[config.mk]
export PLATFORM = sky130hd
export DESIGN_NAME = rtc_special
export DESIGN_NICKNAME = d
export VERILOG_FILES = /design/src/shared/rtc_special_pkg.sv /design/src/logic/rtc_special.sv
export VERILOG_INCLUDE_DIRS = /design/src /design/src/shared
export SDC_FILE = /design/constraint.sdc
export NUM_CORES = 1
export LEC_CHECK = 0
export BUFFER_PORTS_ARGS = -buffer_cell sky130_fd_sc_hd__buf_2
export CAP_MARGIN = 20
export CORE_MARGIN = 8
export CORE_UTILIZATION = 40
export CTS_CLUSTER_SIZE = 12
export DETAILED_ROUTE_END_ITERATION = 10
export PLACE_DENSITY_LB_ADDON = 0.25
export SLEW_MARGIN = 25
export SYNTH_ARGS = -nofsm -noshare
export SYNTH_HDL_FRONTEND = slang
export SYNTH_SLANG_ARGS = --single-unit
[constraint.sdc]
create_clock -name core_clk_in -period 7.8 [get_ports core_clk_in]
set_input_delay 0.39 -clock core_clk_in [delete_from_list [all_inputs] [get_ports core_clk_in]]
set_output_delay 0.39 -clock core_clk_in [all_outputs]
set_load 0.01 [all_outputs]
[src/shared/rtc_special_regs.svh]
`ifndef RTC_SPECIAL_REGS_SVH
`define RTC_SPECIAL_REGS_SVH
`define ADDR_SECONDS        4'h0
`define ADDR_MINUTES        4'h1
`define ADDR_YEAR           4'h6
`define ADDR_CONTROL        4'h7
`define ADDR_CHARGER        4'h8
`define ADDR_FLAG           4'h9
`define CTRL_LEVEL_BIT      7
`define CTRL_FTEST_BIT      6
`define CTRL_SIGN_BIT       5
`define SEC_OSC_OFF_BIT     7
`define FLAG_OSF_BIT        7
`define CTRL_RESET          8'h80
`define CHARGER_RESET       8'h00
`define OSC_OFF_RESET       1'b0
`define CHARGER_KEY         4'hA
`define OSC_HZ              32768
`define SYS_HZ              20000000
`define TEST_HZ             512
`define TICK_DIV            (`SYS_HZ / `OSC_HZ)
`define TEST_HALF_TICKS     (`OSC_HZ / (2 * `TEST_HZ))
`define STAGE_TICKS         256
`define BLANK_TICKS         128
`define INSERT_TICKS        256
`define SEC_STAGES          (`OSC_HZ / `STAGE_TICKS)
`define CAL_CYCLE_MIN       64
`define CAL_ACTIVE_MIN      62
`define SEC_PER_MIN         60
`endif

[src/shared/rtc_special_pkg.sv]
package rtc_special_pkg;
  typedef struct packed {
    logic       level;
    logic       ftest;
    logic       sign;
    logic [4:0] magnitude;
  } control_s;
  typedef struct packed {
    logic [3:0] charger_enable_key;
    logic [1:0] diode_select;
    logic [1:0] resistor_select;
  } charger_s;
  typedef enum logic [1:0] {
    RES_NONE = 2'h0,
    RES_250  = 2'h1,
    RES_2K   = 2'h2,
    RES_4K   = 2'h3
  } resistor_e;
  typedef struct packed {
    logic      enable;
    logic      diode;
    resistor_e resistor;
  } charge_path_s;
  typedef struct packed {
    logic       wr;
    logic       rd;
    logic [3:0] addr;
    logic [7:0] wdata;
  } reg_req_s;
endpackage

[src/logic/rtc_special.sv]
// Functional notes
// RULE1: With frequency test off, the output pin follows the static level bit.
// RULE2: The static level bit powers up as 1, output starts high.
// RULE3: Frequency test bit makes the pin toggle at 512Hz; powers up 0.
// RULE4: Sign bit 1 means positive calibration, 0 negative; powers up 0.
// RULE5: Five-bit calibration magnitude 0 to 31, powers up zero.
// RULE6: Charger enabled only when the key nibble equals 1010.
// RULE7: Charger register cleared at power-up, charger off.
// RULE8: Diode select 01 no diode, 10 one diode, 00 and 11 disable.
// RULE9: Resistor select 01 250 ohm, 10 2k, 11 4k, 00 disables.
// RULE10: Stop flag set on the running-to-stopped edge of the oscillator.
// RULE11: Stop flag set at power-up and when software disables the oscillator.
// RULE12: Stop flag stays set until written 0; writing 1 changes nothing.
// RULE13: Low seven flag bits read zero and ignore writes.
// RULE14: Calibration inserts or removes counts at the divide-by-256 stage.
// RULE15: Calibration cycle lasts 64 minutes; only first 62 minutes may correct.
// RULE16: Negative blanks 128 cycles, positive inserts 256 cycles per correction; code inserts 255 on positive.
// RULE17: Magnitude N corrects the first 2N minutes of each cycle.
// RULE18: Calibration leaves the test output frequency untouched.
// RULE19: Any control register write resets the divider chain.
// RULE20: Timekeeping registers have no assumed reset value.
// RULE21: Seconds top bit disables the oscillator when 1; powers up 0.
// RULE22: Pointer wraps 07h to 00h in bursts, and after 09h back to 00h.
// RULE23: The 512Hz test tone comes from the uncalibrated divider chain.
`timescale 1ns/100ps
`include "rtc_special_regs.svh"
module rtc_special (
  input  wire logic                        core_clk_in,
  input  wire logic                        arst_n_in,
  input  wire rtc_special_pkg::reg_req_s   req_in,
  input  wire logic                        ptr_load_in,
  input  wire logic                        ptr_step_in,
  input  wire logic                        osc_fail_in,
  output logic [7:0]                       rdata_out,
  output logic [3:0]                       ptr_out,
  output logic                             test_output_pin_out,
  output rtc_special_pkg::charge_path_s    charge_path_out,
  output logic                             osc_running_out,
  output logic                             second_tick_out
);
  import rtc_special_pkg::*;

  function automatic logic [3:0] next_ptr(input logic [3:0] p);
    if (p == `ADDR_CONTROL || p == `ADDR_FLAG) begin
      next_ptr = 4'h0; // RULE22
    end else begin
      next_ptr = p + 4'h1;
    end
  endfunction

  control_s   ctrl_q;
  charger_s   chg_q;
  logic       osf_q;
  logic [7:0] time_q [0:6];
  logic [3:0] ptr_q;
  logic [9:0] tick_cnt_q;
  logic [4:0] tone_cnt_q;
  logic       osc_off_q;
  logic       tone_q;
  logic [8:0] stage_cnt_q;
  logic [6:0] stage_idx_q;
  logic [5:0] sec_q;
  logic [5:0] min_q;
  logic       run_q;
  logic       sec_tick_q;

  wire        wr_ctrl    = req_in.wr && (req_in.addr == `ADDR_CONTROL);
  wire        wr_chg     = req_in.wr && (req_in.addr == `ADDR_CHARGER);
  wire        wr_flag    = req_in.wr && (req_in.addr == `ADDR_FLAG);
  wire        wr_time    = req_in.wr && (req_in.addr < `ADDR_CONTROL);
  wire        wr_sec     = req_in.wr && (req_in.addr == `ADDR_SECONDS);
  wire        osc_off    = osc_off_q; // RULE21
  wire        running    = !osc_off && !osc_fail_in;
  wire        osc_tick   = running && (tick_cnt_q == 10'(`TICK_DIV - 1));
  wire        div_reset  = wr_ctrl || wr_sec; // RULE19

  // Correction applies in the first second of each of the first 2N minutes.
  wire [6:0]  cal_minutes = {1'b0, ctrl_q.magnitude, 1'b0}; // RULE17
  wire        cal_window  = (sec_q == 6'h00) && ({1'b0, min_q} < cal_minutes) &&
                            (min_q < 6'(`CAL_ACTIVE_MIN)); // RULE15
  // Negative: stage period of 128 extra ticks once, blanking them. Positive:
  // one stage finishes after a single tick, which counts 255 ticks extra.
  wire [8:0]  stage_len   = (cal_window && stage_idx_q == 7'h00) ?
                            (ctrl_q.sign ? 9'h001 :
                             9'(`STAGE_TICKS + `BLANK_TICKS)) :
                            9'(`STAGE_TICKS); // RULE4 RULE14 RULE16
  wire        stage_done  = osc_tick && (stage_cnt_q >= stage_len - 9'h001);
  wire        sec_done    = stage_done && (stage_idx_q == 7'(`SEC_STAGES - 1));

  wire        key_ok   = chg_q.charger_enable_key == `CHARGER_KEY; // RULE6
  wire        diode_ok = chg_q.diode_select == 2'h1 || chg_q.diode_select == 2'h2; // RULE8
  wire        res_ok   = chg_q.resistor_select != 2'h0; // RULE9

  wire [7:0]  rd_word =
    (req_in.addr == `ADDR_CONTROL) ? ctrl_q :
    (req_in.addr == `ADDR_CHARGER) ? chg_q :
    (req_in.addr == `ADDR_FLAG)    ? {osf_q, 7'h00} : // RULE13
    (req_in.addr == `ADDR_SECONDS) ? {osc_off_q, time_q[0][6:0]} : // RULE21
    (req_in.addr < `ADDR_CONTROL)  ? time_q[req_in.addr[2:0]] : 8'h00;

  always_ff @(posedge core_clk_in or negedge arst_n_in) begin
    if (!arst_n_in) begin
      ctrl_q <= `CTRL_RESET; // RULE2 RULE3 RULE4 RULE5
    end else if (wr_ctrl) begin
      ctrl_q <= req_in.wdata;
    end
  end

  always_ff @(posedge core_clk_in or negedge arst_n_in) begin
    if (!arst_n_in) begin
      chg_q <= `CHARGER_RESET; // RULE7
    end else if (wr_chg) begin
      chg_q <= req_in.wdata;
    end
  end

  // Set wins over a simultaneous clear so a stop event is never lost.
  always_ff @(posedge core_clk_in or negedge arst_n_in) begin
    if (!arst_n_in) begin
      osf_q <= 1'b1; // RULE11
    end else if (run_q && !running) begin
      osf_q <= 1'b1; // RULE10 RULE11
    end else if (wr_flag && !req_in.wdata[`FLAG_OSF_BIT]) begin
      osf_q <= 1'b0; // RULE12
    end
  end

  always_ff @(posedge core_clk_in or negedge arst_n_in) begin
    if (!arst_n_in) begin
      run_q <= 1'b0;
    end else begin
      run_q <= running;
    end
  end

  // The oscillator disable bit is the one timekeeping bit with a power-up value.
  // Keeping it in its own flop means the oscillator state is known right after reset.
  always_ff @(posedge core_clk_in or negedge arst_n_in) begin
    if (!arst_n_in) begin
      osc_off_q <= `OSC_OFF_RESET; // RULE21
    end else if (wr_sec) begin
      osc_off_q <= req_in.wdata[`SEC_OSC_OFF_BIT]; // RULE11 RULE21
    end
  end

  // Timekeeping bytes carry no reset apart from the oscillator disable bit.
  always_ff @(posedge core_clk_in) begin
    if (wr_time) begin
      time_q[req_in.addr[2:0]] <= req_in.wdata; // RULE20
    end
  end

  always_ff @(posedge core_clk_in or negedge arst_n_in) begin
    if (!arst_n_in) begin
      ptr_q <= 4'h0;
    end else if (ptr_load_in) begin
      ptr_q <= req_in.addr;
    end else if (ptr_step_in) begin
      ptr_q <= next_ptr(ptr_q); // RULE22
    end
  end

  always_ff @(posedge core_clk_in or negedge arst_n_in) begin
    if (!arst_n_in) begin
      rdata_out <= 8'h00;
    end else if (req_in.rd) begin
      rdata_out <= rd_word;
    end
  end

  always_ff @(posedge core_clk_in or negedge arst_n_in) begin
    if (!arst_n_in) begin
      tick_cnt_q <= 10'h000;
    end else if (!running || osc_tick) begin
      tick_cnt_q <= 10'h000;
    end else begin
      tick_cnt_q <= tick_cnt_q + 10'h001;
    end
  end

  // Test tone is taken from the raw tick count, ahead of calibration.
  always_ff @(posedge core_clk_in or negedge arst_n_in) begin
    if (!arst_n_in) begin
      tone_cnt_q <= 5'h00;
      tone_q     <= 1'b0;
    end else if (div_reset) begin
      tone_cnt_q <= 5'h00; // RULE19
      tone_q     <= 1'b0;
    end else if (osc_tick) begin
      if (tone_cnt_q == 5'(`TEST_HALF_TICKS - 1)) begin
        tone_cnt_q <= 5'h00;
        tone_q     <= !tone_q; // RULE3 RULE18 RULE23
      end else begin
        tone_cnt_q <= tone_cnt_q + 5'h01;
      end
    end
  end

  always_ff @(posedge core_clk_in or negedge arst_n_in) begin
    if (!arst_n_in) begin
      stage_cnt_q <= 9'h000;
      stage_idx_q <= 7'h00;
    end else if (div_reset) begin
      stage_cnt_q <= 9'h000; // RULE19
      stage_idx_q <= 7'h00;
    end else if (stage_done) begin
      stage_cnt_q <= 9'h000;
      stage_idx_q <= sec_done ? 7'h00 : stage_idx_q + 7'h01;
    end else if (osc_tick) begin
      stage_cnt_q <= stage_cnt_q + 9'h001;
    end
  end

  always_ff @(posedge core_clk_in or negedge arst_n_in) begin
    if (!arst_n_in) begin
      sec_q <= 6'h00;
      min_q <= 6'h00;
    end else if (sec_done) begin
      if (sec_q == 6'(`SEC_PER_MIN - 1)) begin
        sec_q <= 6'h00;
        min_q <= (min_q == 6'(`CAL_CYCLE_MIN - 1)) ? 6'h00 : min_q + 6'h01; // RULE15
      end else begin
        sec_q <= sec_q + 6'h01;
      end
    end
  end

  always_ff @(posedge core_clk_in or negedge arst_n_in) begin
    if (!arst_n_in) begin
      sec_tick_q <= 1'b0;
    end else begin
      sec_tick_q <= sec_done && !div_reset;
    end
  end

  always_ff @(posedge core_clk_in or negedge arst_n_in) begin
    if (!arst_n_in) begin
      test_output_pin_out <= 1'b1;
    end else begin
      test_output_pin_out <= ctrl_q.ftest ? tone_q : ctrl_q.level; // RULE1 RULE3
    end
  end

  always_ff @(posedge core_clk_in or negedge arst_n_in) begin
    if (!arst_n_in) begin
      charge_path_out <= '0;
    end else begin
      charge_path_out.enable   <= key_ok && diode_ok && res_ok; // RULE6 RULE8 RULE9
      charge_path_out.diode    <= chg_q.diode_select == 2'h2; // RULE8
      charge_path_out.resistor <= resistor_e'(chg_q.resistor_select); // RULE9
    end
  end

  assign ptr_out         = ptr_q;
  assign osc_running_out = run_q;
  assign second_tick_out = sec_tick_q;
endmodule // rtc_special

==> After elaboration in Yosys (flattened, before gate mapping) <==
Memory sizes are Yosys's and may differ from the RTL's.
Index checks and enable logic that the tools add are counted.
{ "word_totals": {"regBits": 81, "ramBits": 56, "inputBits": 19, "output_inout_bits": 19, "word_cells": 119, "mem_count": 1} }
{ "classes": {"n_addsub": 8, "magnitude_cmp": 4, "eq_ne": 13, "n_mux": 30, "reduce_logical": 39} }
{ "mem_list": {"columns": ["name", "depth", "width", "rd", "rd_ports_with_merged_regs", "write_ports", "line", "rtl"], "rows": [
  ["time_q", 7, 8, 2, 0, 1, "rtc_special.sv:54", "logic [7:0] time_q [0:6];"]
]} }
{ "op_table": {"columns": ["operator", "n"], "rows": [
  ["$mux W9", 5],
  ["$mux W8", 5],
  ["$mux W7", 3],
  ["$logic_and A1 B1 Y1", 17],
  ["$eq A4 B4 Y1 const B", 4],
  ["$mux W5", 3],
  ["$add A6 B1 Y6 const B", 2],
  ["$eq A6 B6 Y1 const B", 2],
  ["$mux W4", 3],
  ["$mux W6", 2],
  ["$reduce_bool A2 Y1", 6],
  ["$add A10 B1 Y10 const B", 1],
  ["$eq A10 B10 Y1 const B", 1],
  ["$mux W10", 1],
  ["$add A9 B1 Y9 const B", 1],
  ["$ge A9 B9 Y1", 1],
  ["$sub A9 B1 Y9 const B", 1],
  ["$eq A4 B3 Y1 const B", 2],
  ["$mux W1", 8],
  ["$add A7 B1 Y7 const B", 1],
  ["$eq A7 B7 Y1 const B", 1],
  ["$logic_not A7 Y1", 1],
  ["$logic_not A1 Y1", 6],
  ["$logic_not A6 Y1", 1],
  ["other kinds (12)", 16]
]} }

==> Logic depth before layout (Yosys ltp) <==
Gate-level depths: netlist of the first run.
{ "logic_depth": {"word_depth": 12, "ltp_mapped": 15, "mapped_depth_nobuf": 14} }

==> Worst setup path after synthesis of the first run <==
OpenSTA, ideal clock, no wires.
{ "synth_timing": {"path_kind": "reg-to-reg", "from": "register min_q[2]", "to": "register sec_q[1]", "setup_time_ps": 125, "t_arrival_ps": 3165, "setup_slack_ps": 4511, "stages_incl_launch_ff": 14, "period_less_slack_ps": 3289, "path_cell_list": "dfrtp_1 -> ha_1 -> a21o_1 -> a21o_1 -> a21o_1 -> a21oi_1 -> and2_1 -> ha_1 -> a21oi_1 -> o221ai_1 -> a221o_1 -> buf_2 -> nand3_2 -> mux2_2"} }
{ "synth_between": {"elab_chain_len": 9, "word_cells_on_any_way": 10, "classes_between": "add/sub (1); order compare (3); mux (1); reduce/logical (5)"} }
{ "synth_lines": {"columns": ["item", "line", "rtl"], "rows": [
  ["from (decl)", "rtc_special.sv:63", "logic [5:0] min_q;"],
  ["from (signal assigned)", "rtc_special.sv:221", "min_q <= (min_q == 6'(`CAL_CYCLE_MIN - 1)) ? 6'h00 : min_q + 6'h01;"],
  ["$lt A6 B6 Y1", "rtc_special.sv:79", "wire cal_window = (sec_q == 6'h00) && ({1'b0, min_q} < cal_minutes) &&"],
  ["$logic_and A1 B1 Y1", "rtc_special.sv:79", null],
  ["$logic_and A1 B1 Y1 (*)", "rtc_special.sv:79", null],
  ["$logic_and A1 B1 Y1 (*)", "rtc_special.sv:83", "wire [8:0] stage_len = (cal_window && stage_idx_q == 7'h00) ?"],
  ["$mux W9 (*)", "rtc_special.sv:83", null],
  ["$sub A9 B1 Y9 (*)", "rtc_special.sv:87", "wire stage_done = osc_tick && (stage_cnt_q >= stage_len - 9'h001);"],
  ["$ge A9 B9 Y1 (*)", "rtc_special.sv:87", null],
  ["$logic_and A1 B1 Y1 (*)", "rtc_special.sv:87", null],
  ["$logic_and A1 B1 Y1 (*)", "rtc_special.sv:88", "wire sec_done = stage_done && (stage_idx_q == 7'(`SEC_STAGES - 1));"],
  ["to (signal assigned)", "rtc_special.sv:223", "sec_q <= sec_q + 6'h01;"],
  ["to (decl)", "rtc_special.sv:62", "logic [5:0] sec_q;"]
]} }
Every way passes the cells marked *; elsewhere a longest branch is shown, timed or not.
A chain may end at the register's enable or synchronous reset.

==> Worst setup path after layout of the first run <==
Ends and elaborated chain as after synthesis.

==> results of run 1 <==
-- power groups by stage --
stage | registers, mW | clock network (mW) | logic (mW)
2_1_floorplan | 0.830 | 0 | 0.0797
3_3_place_gp | 0.832 | 0 | 0.136
3_5_place_dp | 0.834 | 0 | 0.138
4_1_cts | 0.820 | 0.831 | 0.139
5_1_grt | 0.826 | 0.860 | 0.154
6_report | 0.820 | 0.813 | 0.136
-- through the flow --
step / hold slack, ns / utilization (%)
floorplan: 0.0944 / -
global placement: 0.412 / 43.1
detailed placement: 0.424 / 43.1
CTS: 0.149 / 46.9
global route: 0.0810 / 46.9
finish: 0.0169 / 46.9
-- worst max-delay path by stage --
stage	start	to	cells past startpoint
CTS	min_q[2]$_DFFE_PN0P_	sec_q[1]$_DFFE_PN0P_	12
finish	min_q[2]$_DFFE_PN0P_	sec_q[1]$_DFFE_PN0P_	12
detailed placement	min_q[2]$_DFFE_PN0P_	sec_q[1]$_DFFE_PN0P_	12
floorplan	min_q[2]$_DFFE_PN0P_	sec_q[1]$_DFFE_PN0P_	13
global placement	min_q[2]$_DFFE_PN0P_	sec_q[1]$_DFFE_PN0P_	12
global route	min_q[2]$_DFFE_PN0P_	stage_idx_q[1]$_DFFE_PN0P_	13
-- area by class of cell --
class                      count  share of cell area (%)
tap                          216                    3.62
inverter                      30                    1.51
clock inverter                14                    2.28
timing repair buffer          37                    2.57
sequential                   136                    49.4
multi-input combinational    403                    34.9
clock buffer                  18                    5.76
-- registers in the layout, indices dropped and copies added, names as in the netlist --
signal,cells
cal_minutes,5
charge_path_out,4
chg_q,8
ctrl_q,3
min_q,6
osc_off,1
osc_running_out,1
osf_q,1
ptr_out,4
rdata_out,8
sec_q,6
second_tick_out,1
stage_cnt_q,9
stage_idx_q,7
test_output_pin_out,1
tick_cnt_q,10
time_q,55
tone_cnt_q,5
tone_q,1
-- metal layers --
metal,vias up,track usage (%),wire length (um)
li1,2224,-,-
met2,103,23.0,6560
met1,2236,17.6,6290
met3,17,3.85,551
met4,0,6.47,292
met5,-,0,0
-- worst register-to-register path, stage by stage, from the launching register on --
cell      delay, ns
dfrtp_1        0.43
ha_1           0.31
a21o_1         0.15
a21o_1         0.17
a21o_1         0.16
a21oi_1        0.28
and2_1         0.31
ha_1           0.29
a21oi_1        0.16
o221ai_1       0.18
a221o_1        0.53
nand3_2        0.21
mux2_2         0.35
-- placed cells by master (no fill, tap or decap), drive strengths merged, types with 4 or more instances in the layout --
master / instances
dfrtp: 78
nand2: 62
edfxtp: 55
nor2: 53
buf: 37
nand3: 35
inv: 34
a21oi: 31
o21ai: 30
ha: 26
mux2: 22
clkbuf: 18
o22ai: 13
xor2: 11
a31oi: 10
and3: 9
nor3: 9
xnor2: 8
nand4: 7
nand2b: 6
o2bb2ai: 6
a211oi: 6
a21o: 5
o31ai: 5
o221ai: 4
a311oi: 4
clkinv: 4
-- kinds of logic after synthesis --
group	after synthesis	synth area share [%]
and+or+nand+nor	209	15.6
DFF	136	56.6
AOI/OAI and AO/OA	123	12.2
buffers and inverters	55	3.44
muxes	26	4.62
adders and majority gates	26	5.00
xor gates and xnor gates	19	2.56
==> impl_metrics.csv, run 1 <==
group,metric,value,unit
global_routing,groute.usage.overall,14.3,%
global_routing,grt_pass1_wl,22.8,mm
yosys,synth_warnings,0,
yosys,synth_cell_types,59,
placement,gp_congestion,0.837,
pwr,power.switching,0.419,mW
critical_path,ff2ff_path_depth,12,
clock_network,clk_pin_slew,0.06,ns
outcome,status,"completed",
flow_run,drv_cap,0,
yosys,synth.most_common_cell,"dfrtp_1",
pwr,p_int,1.35,mW
cells_and_area,fin_cells,854,
cells_and_area,nFillCells,1448,
drt,ant_nets,0,
yosys,synth-edff-count,55,
clock_network,cts_buffer_depth,2,
critical_path,start_kind,"flip-flop",
yosys,synth_top_area_share,30.0,%
critical_path,r2r_start,"min_q[2]$_DFFE_PN0P_",
pwr,irDropWorstVdd,0.151,mV
yosys,synth_top_area_cell,"dfrtp_1",
placement,dp.cells,822,
floorplanning,start_util,41.0,%
placement,pre_cts_slack,4.18,ns
sta,skew,0.00968,ns
floorplanning,core,15900,um^2
yosys,ys_seq_area_share,56.6,%
clock_network,cts_root_buffer,"clkbuf_16",
clock_network,cts_buffers,17,
min_path,hold_class,"in -> async",
clock_network,clkSinkCount,136,
cells_and_area,syn_to_final_growth,14.6,%
cells_and_area,nets,670,
critical_path,path_class,"reg -> reg",
yosys,synth_cells,594,
sta,fmax,276,MHz
placement,portBuffers,37,
drt,vias,4580,
cells_and_area,multi_input_area,2600,um^2
global_routing,grt_max_degree,82,
clock_network,cts_hold_buf,0,
clock_network,htreeDepth,4,
critical_path,crit_path_max_fanout,9,
clock_network,clk_latency,0.41,ns
drt,drt-initial-drc-count,289,
sta,fin_crit_sh,46.5,%
sta,slew_violations,0,
critical_path,r2r_end,"sec_q[1]$_DFFE_PN0P_",
pwr,pwr-share-seq,46.3,%
sta,slew_headroom,41.4,%
sta,fin_tns_setup,0,ns
sta,rsz0062_at_grt,"false",
global_routing,antenna_found_initial,0,
drt,vias_per_cell,5.36,
critical_path,path_cells,"ha_1 -> a21o_1 -> a21o_1 -> a21o_1 -> a21oi_1 -> and2_1 -> ha_1 -> a21oi_1 -> o221ai_1 -> a221o_1 -> nand3_2 -> mux2_2",
drt,first_pass_iters,5,
yosys,synth.area.top_cells,"dfrtp_1 (30%), edfxtp_1 (25%), ha_1 (5.0%)",
clock_network,post_cts_buffers,0,
global_routing,grt_pass1_vias,4588,
sta,period_minus_slack,3.63,ns
critical_path,cp_slowest_stage_delay,0.53,ns
yosys,synth_seq_cells,136,
pwr,p_leak,3.10,nW
yosys,synth_common_cells,"dfrtp_1 (78), nand2_1 (62), edfxtp_1 (55)",
critical_path,required,8.10,ns
global_routing,overflow,0,
floorplanning,die_w,144,um
critical_path,crit_path_top_delay_cell,"a221o_1",
cells_and_area,seq_area,3680,um^2
pwr,clockPowerShare,46.0,%
floorplanning,die-area,20600,um^2
sta,hold_violations,0,
critical_path,crit_path_frequent_cell,"a21o_1",
pwr,power,1.77,mW
floorplanning,rows,46,
sta,setup_viol,0,
placement,hpwl,9.44,mm
critical_path,cp.arrival,3.93,ns
yosys,postSynth.asyncResetShare,59.6,%
pwr,p_sw_share,23.7,%
floorplanning,die_y,144,um
clock_network,cts_resized,0,
sta,fin_ws,4.17,ns
clock_network,cts_tree,"done",
critical_path,reg2reg_slack,4.17,ns
drt,routed_wl,13.7,mm
drt,wl_per_cell,16.0,um
floorplanning,io-pin-count,38,
cells_and_area,final_area,7460,um^2
yosys,synth_flop_cell,"dfrtp_1",
yosys,syn-num-nets,639,
critical_path,path_delay_family,"compound AO/OA/AOI/OAI gates",
pwr,share_comb_of_total_power,7.7,%
cells_and_area,final_layout_size_suffix_gt1_share,16.0,%
drt,drc,0,
sta,worst_slew_pin_slew,0.876,ns
yosys,avgSynthCellArea,11.0,um^2
yosys,post_synth_instance_area,6510,um^2
pwr,powerDensity,237,nW/um^2
cells_and_area,diodes,0,
critical_path,end_kind,"flip-flop",
critical_path,worst-path-buf-inv,0,
placement,place_area,6850,um^2
No activity file was read; power rests on OpenSTA's default activity.
==> inputs of run 2 (changes only) <==
==> constraint.sdc (replaced) <==
create_clock -name core_clk_in -period 3.25 [get_ports core_clk_in]
set_input_delay 0.1625 -clock core_clk_in [delete_from_list [all_inputs] [get_ports core_clk_in]]
set_output_delay 0.1625 -clock core_clk_in [all_outputs]
set_load 0.01 [all_outputs]
==> impl_metrics.csv, run 2 (synthesized netlist as in run 1, its figures left out) <==
group,metric,value,unit
placement,gp_congestion,0.803,
sta,fin_crit_sh,96.1,%
critical_path,crit_path_max_fanout,8,
outcome,status,"completed",
floorplanning,core,15900,um^2
cells_and_area,seq_area,3680,um^2
critical_path,worstSetupPathDepth,13,
drt,vias,4738,
cells_and_area,nFillCells,1436,
cells_and_area,final_area,7810,um^2
clock_network,cts_buffers,17,
critical_path,cp.arrival,3.43,ns
pwr,powerDensity,550,nW/um^2
clock_network,cts_buffer_depth,2,
critical_path,path_delay_family,"compound AO/OA/AOI/OAI gates",
critical_path,worst-path-buf-inv,1,
global_routing,overflow,0,
cells_and_area,largest_reg_flops,55,
global_routing,groute.usage.overall,15.0,%
clock_network,cts_tree,"done",
sta,slew_headroom,44.2,%
sta,slew_violations,0,
critical_path,reg2reg_slack,0.13,ns
floorplanning,rows,46,
critical_path,crit_path_top_delay_cell,"a221o_2",
drt,first_pass_iters,5,
placement,portBuffers,37,
pwr,p_leak,3.21,nW
sta,worst_slew_pin_slew,0.834,ns
critical_path,crit_path_frequent_cell,"a21o_1",
placement,hpwl,9.92,mm
critical_path,r2r_start,"cal_minutes[2]$_DFFE_PN0P_",
drt,drt-initial-drc-count,314,
cells_and_area,diodes,0,
pwr,power,4.30,mW
drt,vias_per_cell,5.45,
drt,drc,0,
cells_and_area,syn_to_final_growth,20.0,%
critical_path,path_cells,"inv_2 -> ha_4 -> a21o_1 -> a21o_1 -> a21o_1 -> a21oi_2 -> and2_4 -> ha_4 -> a21oi_4 -> o221ai_4 -> a221o_2 -> nand3_4 -> mux2_4",
clock_network,htreeDepth,4,
critical_path,end_kind,"flip-flop",
drt,ant_nets,0,
sta,period_minus_slack,3.12,ns
global_routing,grt_pass1_vias,4697,
floorplanning,die_w,144,um
placement,place_area,6920,um^2
clock_network,clk_latency,0.42,ns
sta,setup_viol,0,
critical_path,ff2ff_path_depth,13,
floorplanning,io-pin-count,38,
min_path,hold_class,"in -> reg",
sta,fmax,320,MHz
critical_path,r2r_end,"sec_q[1]$_DFFE_PN0P_",
global_routing,grt_pass1_wl,23.9,mm
critical_path,cp_slowest_stage_delay,0.48,ns
cells_and_area,nets,686,
critical_path,start_kind,"flip-flop",
clock_network,clkSinkCount,136,
global_routing,grt_max_degree,82,
floorplanning,die-area,20600,um^2
global_routing,antenna_found_initial,0,
drt,routed_wl,14.5,mm
floorplanning,die_y,144,um
critical_path,required,3.56,ns
min_path,min_from,"ptr_load_in",
pwr,irDropWorstVdd,0.418,mV
floorplanning,start_util,41.0,%
cells_and_area,multi_input_area,2800,um^2
cells_and_area,fin_util,49.2,%
clock_network,clk_pin_slew,0.06,ns
drt,wl_per_cell,16.7,um
cells_and_area,most-common-layout-cells,"dfrtp_1 (78), nand2_1 (61), edfxtp_1 (55)",
flow_run,drv_cap,0,
sta,hold_violations,0,
sta,skew,0.00850,ns
cells_and_area,final_layout_size_suffix_gt1_share,21.9,%
clock_network,cts_root_buffer,"clkbuf_16",
min_path,hold_end,"ptr_out[2]$_DFFE_PN0P_",
critical_path,path_class,"reg -> reg",
cells_and_area,final_common_cell,"dfrtp_1",
min_path,hold_path_depth,2,
-- run 2: cell types whose count changed in the layout (fill, tap and decap cells not counted), moves of 3 or more --
cell     delta
buf_4      +11
ha_1        -5
ha_4        +5
nand3_1     -3
a21oi_1     -4
buf_6       +3
-- run 2: per-layer routing --
| layer | share of wire, % | vias up | GRT usage (%) |
|---|---|---|---|
| met3 | 4.8 | 28 | 3.62 |
| met4 | 2.3 | 0 | 6.70 |
| met5 | 0 | - | 0 |
| met2 | 48 | 102 | 23.7 |
| li1 | - | 2259 | - |
| met1 | 45 | 2349 | 19.1 |
-- run 2: worst register-to-register path, cell delays in order, from the launching register on --
cell	delay (ns)
dfrtp_1	0.39
inv_2	0.08
ha_4	0.20
a21o_1	0.14
a21o_1	0.17
a21o_1	0.16
a21oi_2	0.17
and2_4	0.23
ha_4	0.23
a21oi_4	0.17
o221ai_4	0.14
a221o_2	0.48
nand3_4	0.14
mux2_4	0.31
-- run 2: per-stage QoR --
step           std cells  TNS (ns)  hold WS (ns)  setup slack [ns]
2_1_floorplan        594         0        -0.133            0.0207
3_3_place_gp         831         0         0.371            0.0708
3_5_place_dp         831    -0.935         0.374            -0.129
4_1_cts              866         0        0.0214           0.00994
5_1_grt              870   -0.0538        0.0335           -0.0167
6_report             870         0        0.0403             0.126
-- run 2: layout make-up --
cell class	count	area share, %
repair buffers	53	4.20
clock buffers	17	5.45
flip-flops and latches	136	47.1
clock inverters	15	2.40
multi-input cells	403	35.9
well taps	216	3.46
inverters	30	1.44
-- run 2: where the power goes --
group          internal [mW]  switching (mW)
Combinational          0.138           0.197
Clock                   1.22           0.772
Sequential              1.90          0.0723
-- run 2: worst max-delay path by stage --
stage                               startpoint              endpoint  slack (ns)
CTS                       min_q[2]$_DFFE_PN0P_  min_q[5]$_DFFE_PN0P_        0.01
finish              cal_minutes[2]$_DFFE_PN0P_  sec_q[1]$_DFFE_PN0P_        0.13
floorplan                 min_q[2]$_DFFE_PN0P_  sec_q[1]$_DFFE_PN0P_        0.02
global route        cal_minutes[2]$_DFFE_PN0P_  sec_q[1]$_DFFE_PN0P_       -0.02
detailed placement        min_q[2]$_DFFE_PN0P_  min_q[5]$_DFFE_PN0P_       -0.13
global placement          min_q[2]$_DFFE_PN0P_  sec_q[5]$_DFFE_PN0P_        0.07
-- run 2: repair_timing --
action | in CTS | in global routing
setup endpoints to repair | 15 | 27
resized for setup | 5 | 32
hold buffers | 2 | 0
buffers inserted | 1 | 4
hold endpoints to repair | 80 | 0
pin swaps | 1 | 13
==> inputs of run 3 (changes only) <==
--- a/config.mk
+++ b/config.mk
@@ -8,7 +8,7 @@
 export LEC_CHECK = 0
 export BUFFER_PORTS_ARGS = -buffer_cell sky130_fd_sc_hd__buf_2
 export CAP_MARGIN = 20
-export CORE_MARGIN = 8
+export CORE_MARGIN = 2
 export CORE_UTILIZATION = 40
 export CTS_CLUSTER_SIZE = 12
 export DETAILED_ROUTE_END_ITERATION = 10
==> impl_metrics.csv, run 3 (synthesized netlist as in run 1, its figures left out) <==
group,metric,value,unit
outcome,status,"completed",
global_routing,grt_pass1_vias,4600,
floorplanning,die_w,132,um
placement,gp_congestion,0.906,
drt,vias,4711,
sta,skew,0.00707,ns
drt,drc,0,
pwr,irDropWorstVdd,0.407,mV
drt,drt-initial-drc-count,374,
critical_path,path_class,"reg -> reg",
sta,slew_headroom,41.4,%
clock_network,cts_buffers,17,
min_path,hold_class,"in -> reg",
cells_and_area,most-common-layout-cells,"dfrtp_1 (78), nand2_1 (62), edfxtp_1 (55)",
critical_path,worst-path-buf-inv,1,
cells_and_area,final_layout_size_suffix_gt1_share,20.7,%
critical_path,path_cells,"inv_1 -> ha_1 -> a21o_1 -> a21o_1 -> a21o_1 -> a21oi_2 -> and2_4 -> ha_4 -> a21oi_2 -> o221ai_2 -> a221o_2 -> nand3_4 -> mux2_2",
sta,fin_tns_setup,0,ns
floorplanning,rows,46,
sta,period_minus_slack,3.10,ns
global_routing,antenna_found_initial,0,
drt,vias_per_cell,5.43,
critical_path,required,3.56,ns
pwr,p_leak,3.19,nW
sta,fmax,322,MHz
clock_network,cts_tree,"done",
sta,setup_viol,0,
placement,portBuffers,37,
cells_and_area,diodes,0,
placement,pre_cts_slack,-0.102,ns
clock_network,cts_root_buffer,"clkbuf_16",
critical_path,crit_path_top_delay_cell,"a221o_2",
sta,worst_slew_pin_slew,0.876,ns
cells_and_area,fin_util,48.4,%
floorplanning,die_y,132,um
critical_path,crit_path_frequent_cell,"a21o_1",
sta,slew_violations,0,
drt,first_pass_iters,5,
clock_network,htreeDepth,4,
clock_network,clkSinkCount,136,
drt,ant_nets,0,
critical_path,cp_slowest_stage_delay,0.48,ns
global_routing,overflow,0,
drt,wl_per_cell,16.4,um
sta,whs,0.0403,ns
cells_and_area,multi_input_area,2730,um^2
global_routing,grt_max_degree,82,
pwr,power,4.22,mW
critical_path,cp.arrival,3.41,ns
clock_network,clk_latency,0.42,ns
critical_path,crit_path_max_fanout,7,
floorplanning,core,15900,um^2
sta,fin_crit_sh,95.5,%
cells_and_area,nets,684,
cells_and_area,nFillCells,1439,
floorplanning,start_util,41.0,%
clock_network,cts_buffer_depth,2,
cells_and_area,final_common_cell,"dfrtp_1",
clock_network,clk_pin_slew,0.06,ns
critical_path,end_kind,"flip-flop",
sta,fin_ws,0.147,ns
critical_path,start_kind,"flip-flop",
cells_and_area,syn_to_final_growth,18.2,%
floorplanning,io-pin-count,38,
drt,routed_wl,14.2,mm
cells_and_area,largest_reg_flops,55,
flow_run,drv_cap,0,
global_routing,groute.usage.overall,16.8,%
floorplanning,die-area,17300,um^2
cells_and_area,seq_area,3680,um^2
sta,hold_violations,0,
pwr,powerDensity,549,nW/um^2
global_routing,grt_pass1_wl,23.2,mm
critical_path,path_delay_family,"compound AO/OA/AOI/OAI gates",
placement,hpwl,9.67,mm
-- run 3: cell count changes in the layout (fill, tap and decap cells not counted), sizes merged --
cell | before | now
clkbuf | 17 | 19
buf | 51 | 49
bufinv | 3 | 1
clkinvlp | 1 | 2
clkinv | 5 | 4
-- run 3: stage by stage --
stage	area [um^2]	std cells
2_1_floorplan	6510	594
3_3_place_gp	6920	830
3_5_place_dp	6920	830
4_1_cts	7560	866
5_1_grt	7690	868
6_report	7690	868
-- run 3: final cells by class --
type / count / area share, %
Sequential cell: 136 / 47.9
Timing Repair Buffer: 51 / 3.92
Inverter: 30 / 1.46
Clock inverter: 13 / 1.68
Clock buffer: 19 / 6.04
Multi-Input combinational cell: 403 / 35.5
Tap cell: 216 / 3.51
-- run 3: path summary, 6_finish.rpt --
| kind | startpoint | to | slack [ns] | depth (start not counted) |
|---|---|---|---|---|
| max in group asynchronous | arst_n_in | osc_off$_DFFE_PN0P_ | 2.40 | 2 |
| worst min register to register | chg_q[1]$_DFFE_PN0P_ | charge_path_out[1]$_DFF_PN0_ | 0.43 | 0 |
| worst max-delay path | cal_minutes[2]$_DFFE_PN0P_ | sec_q[1]$_DFFE_PN0P_ | 0.15 | 13 |
| worst min-delay path | ptr_load_in | ptr_out[2]$_DFFE_PN0P_ | 0.04 | 2 |
| worst max register to register | cal_minutes[2]$_DFFE_PN0P_ | sec_q[1]$_DFFE_PN0P_ | 0.15 | 13 |
| min in group asynchronous | arst_n_in | sec_q[5]$_DFFE_PN0P_ | 0.35 | 2 |
-- run 3: layer usage --
metal | wire (um) | global-route usage (%) | share of wire [%]
met5 | 0 | 0 | 0
met2 | 6850 | 27.1 | 48
met1 | 6640 | 22.2 | 47
met4 | 213 | 6.10 | 1.5
met3 | 515 | 4.05 | 3.6
-- run 3: power by group --
group	internal, mW	switching [mW]
Sequential	1.89	0.0706
Combinational	0.137	0.193
Clock	1.14	0.785
-- run 3: timing repair --
item | CTS | global route
pin swaps | 1 | 9
hold buffers | 2 | 0
setup endpoints to repair | 14 | 28
buffers inserted | 2 | 2
endpoints found under the hold margin | 80 | 0
resized for setup | 4 | 20
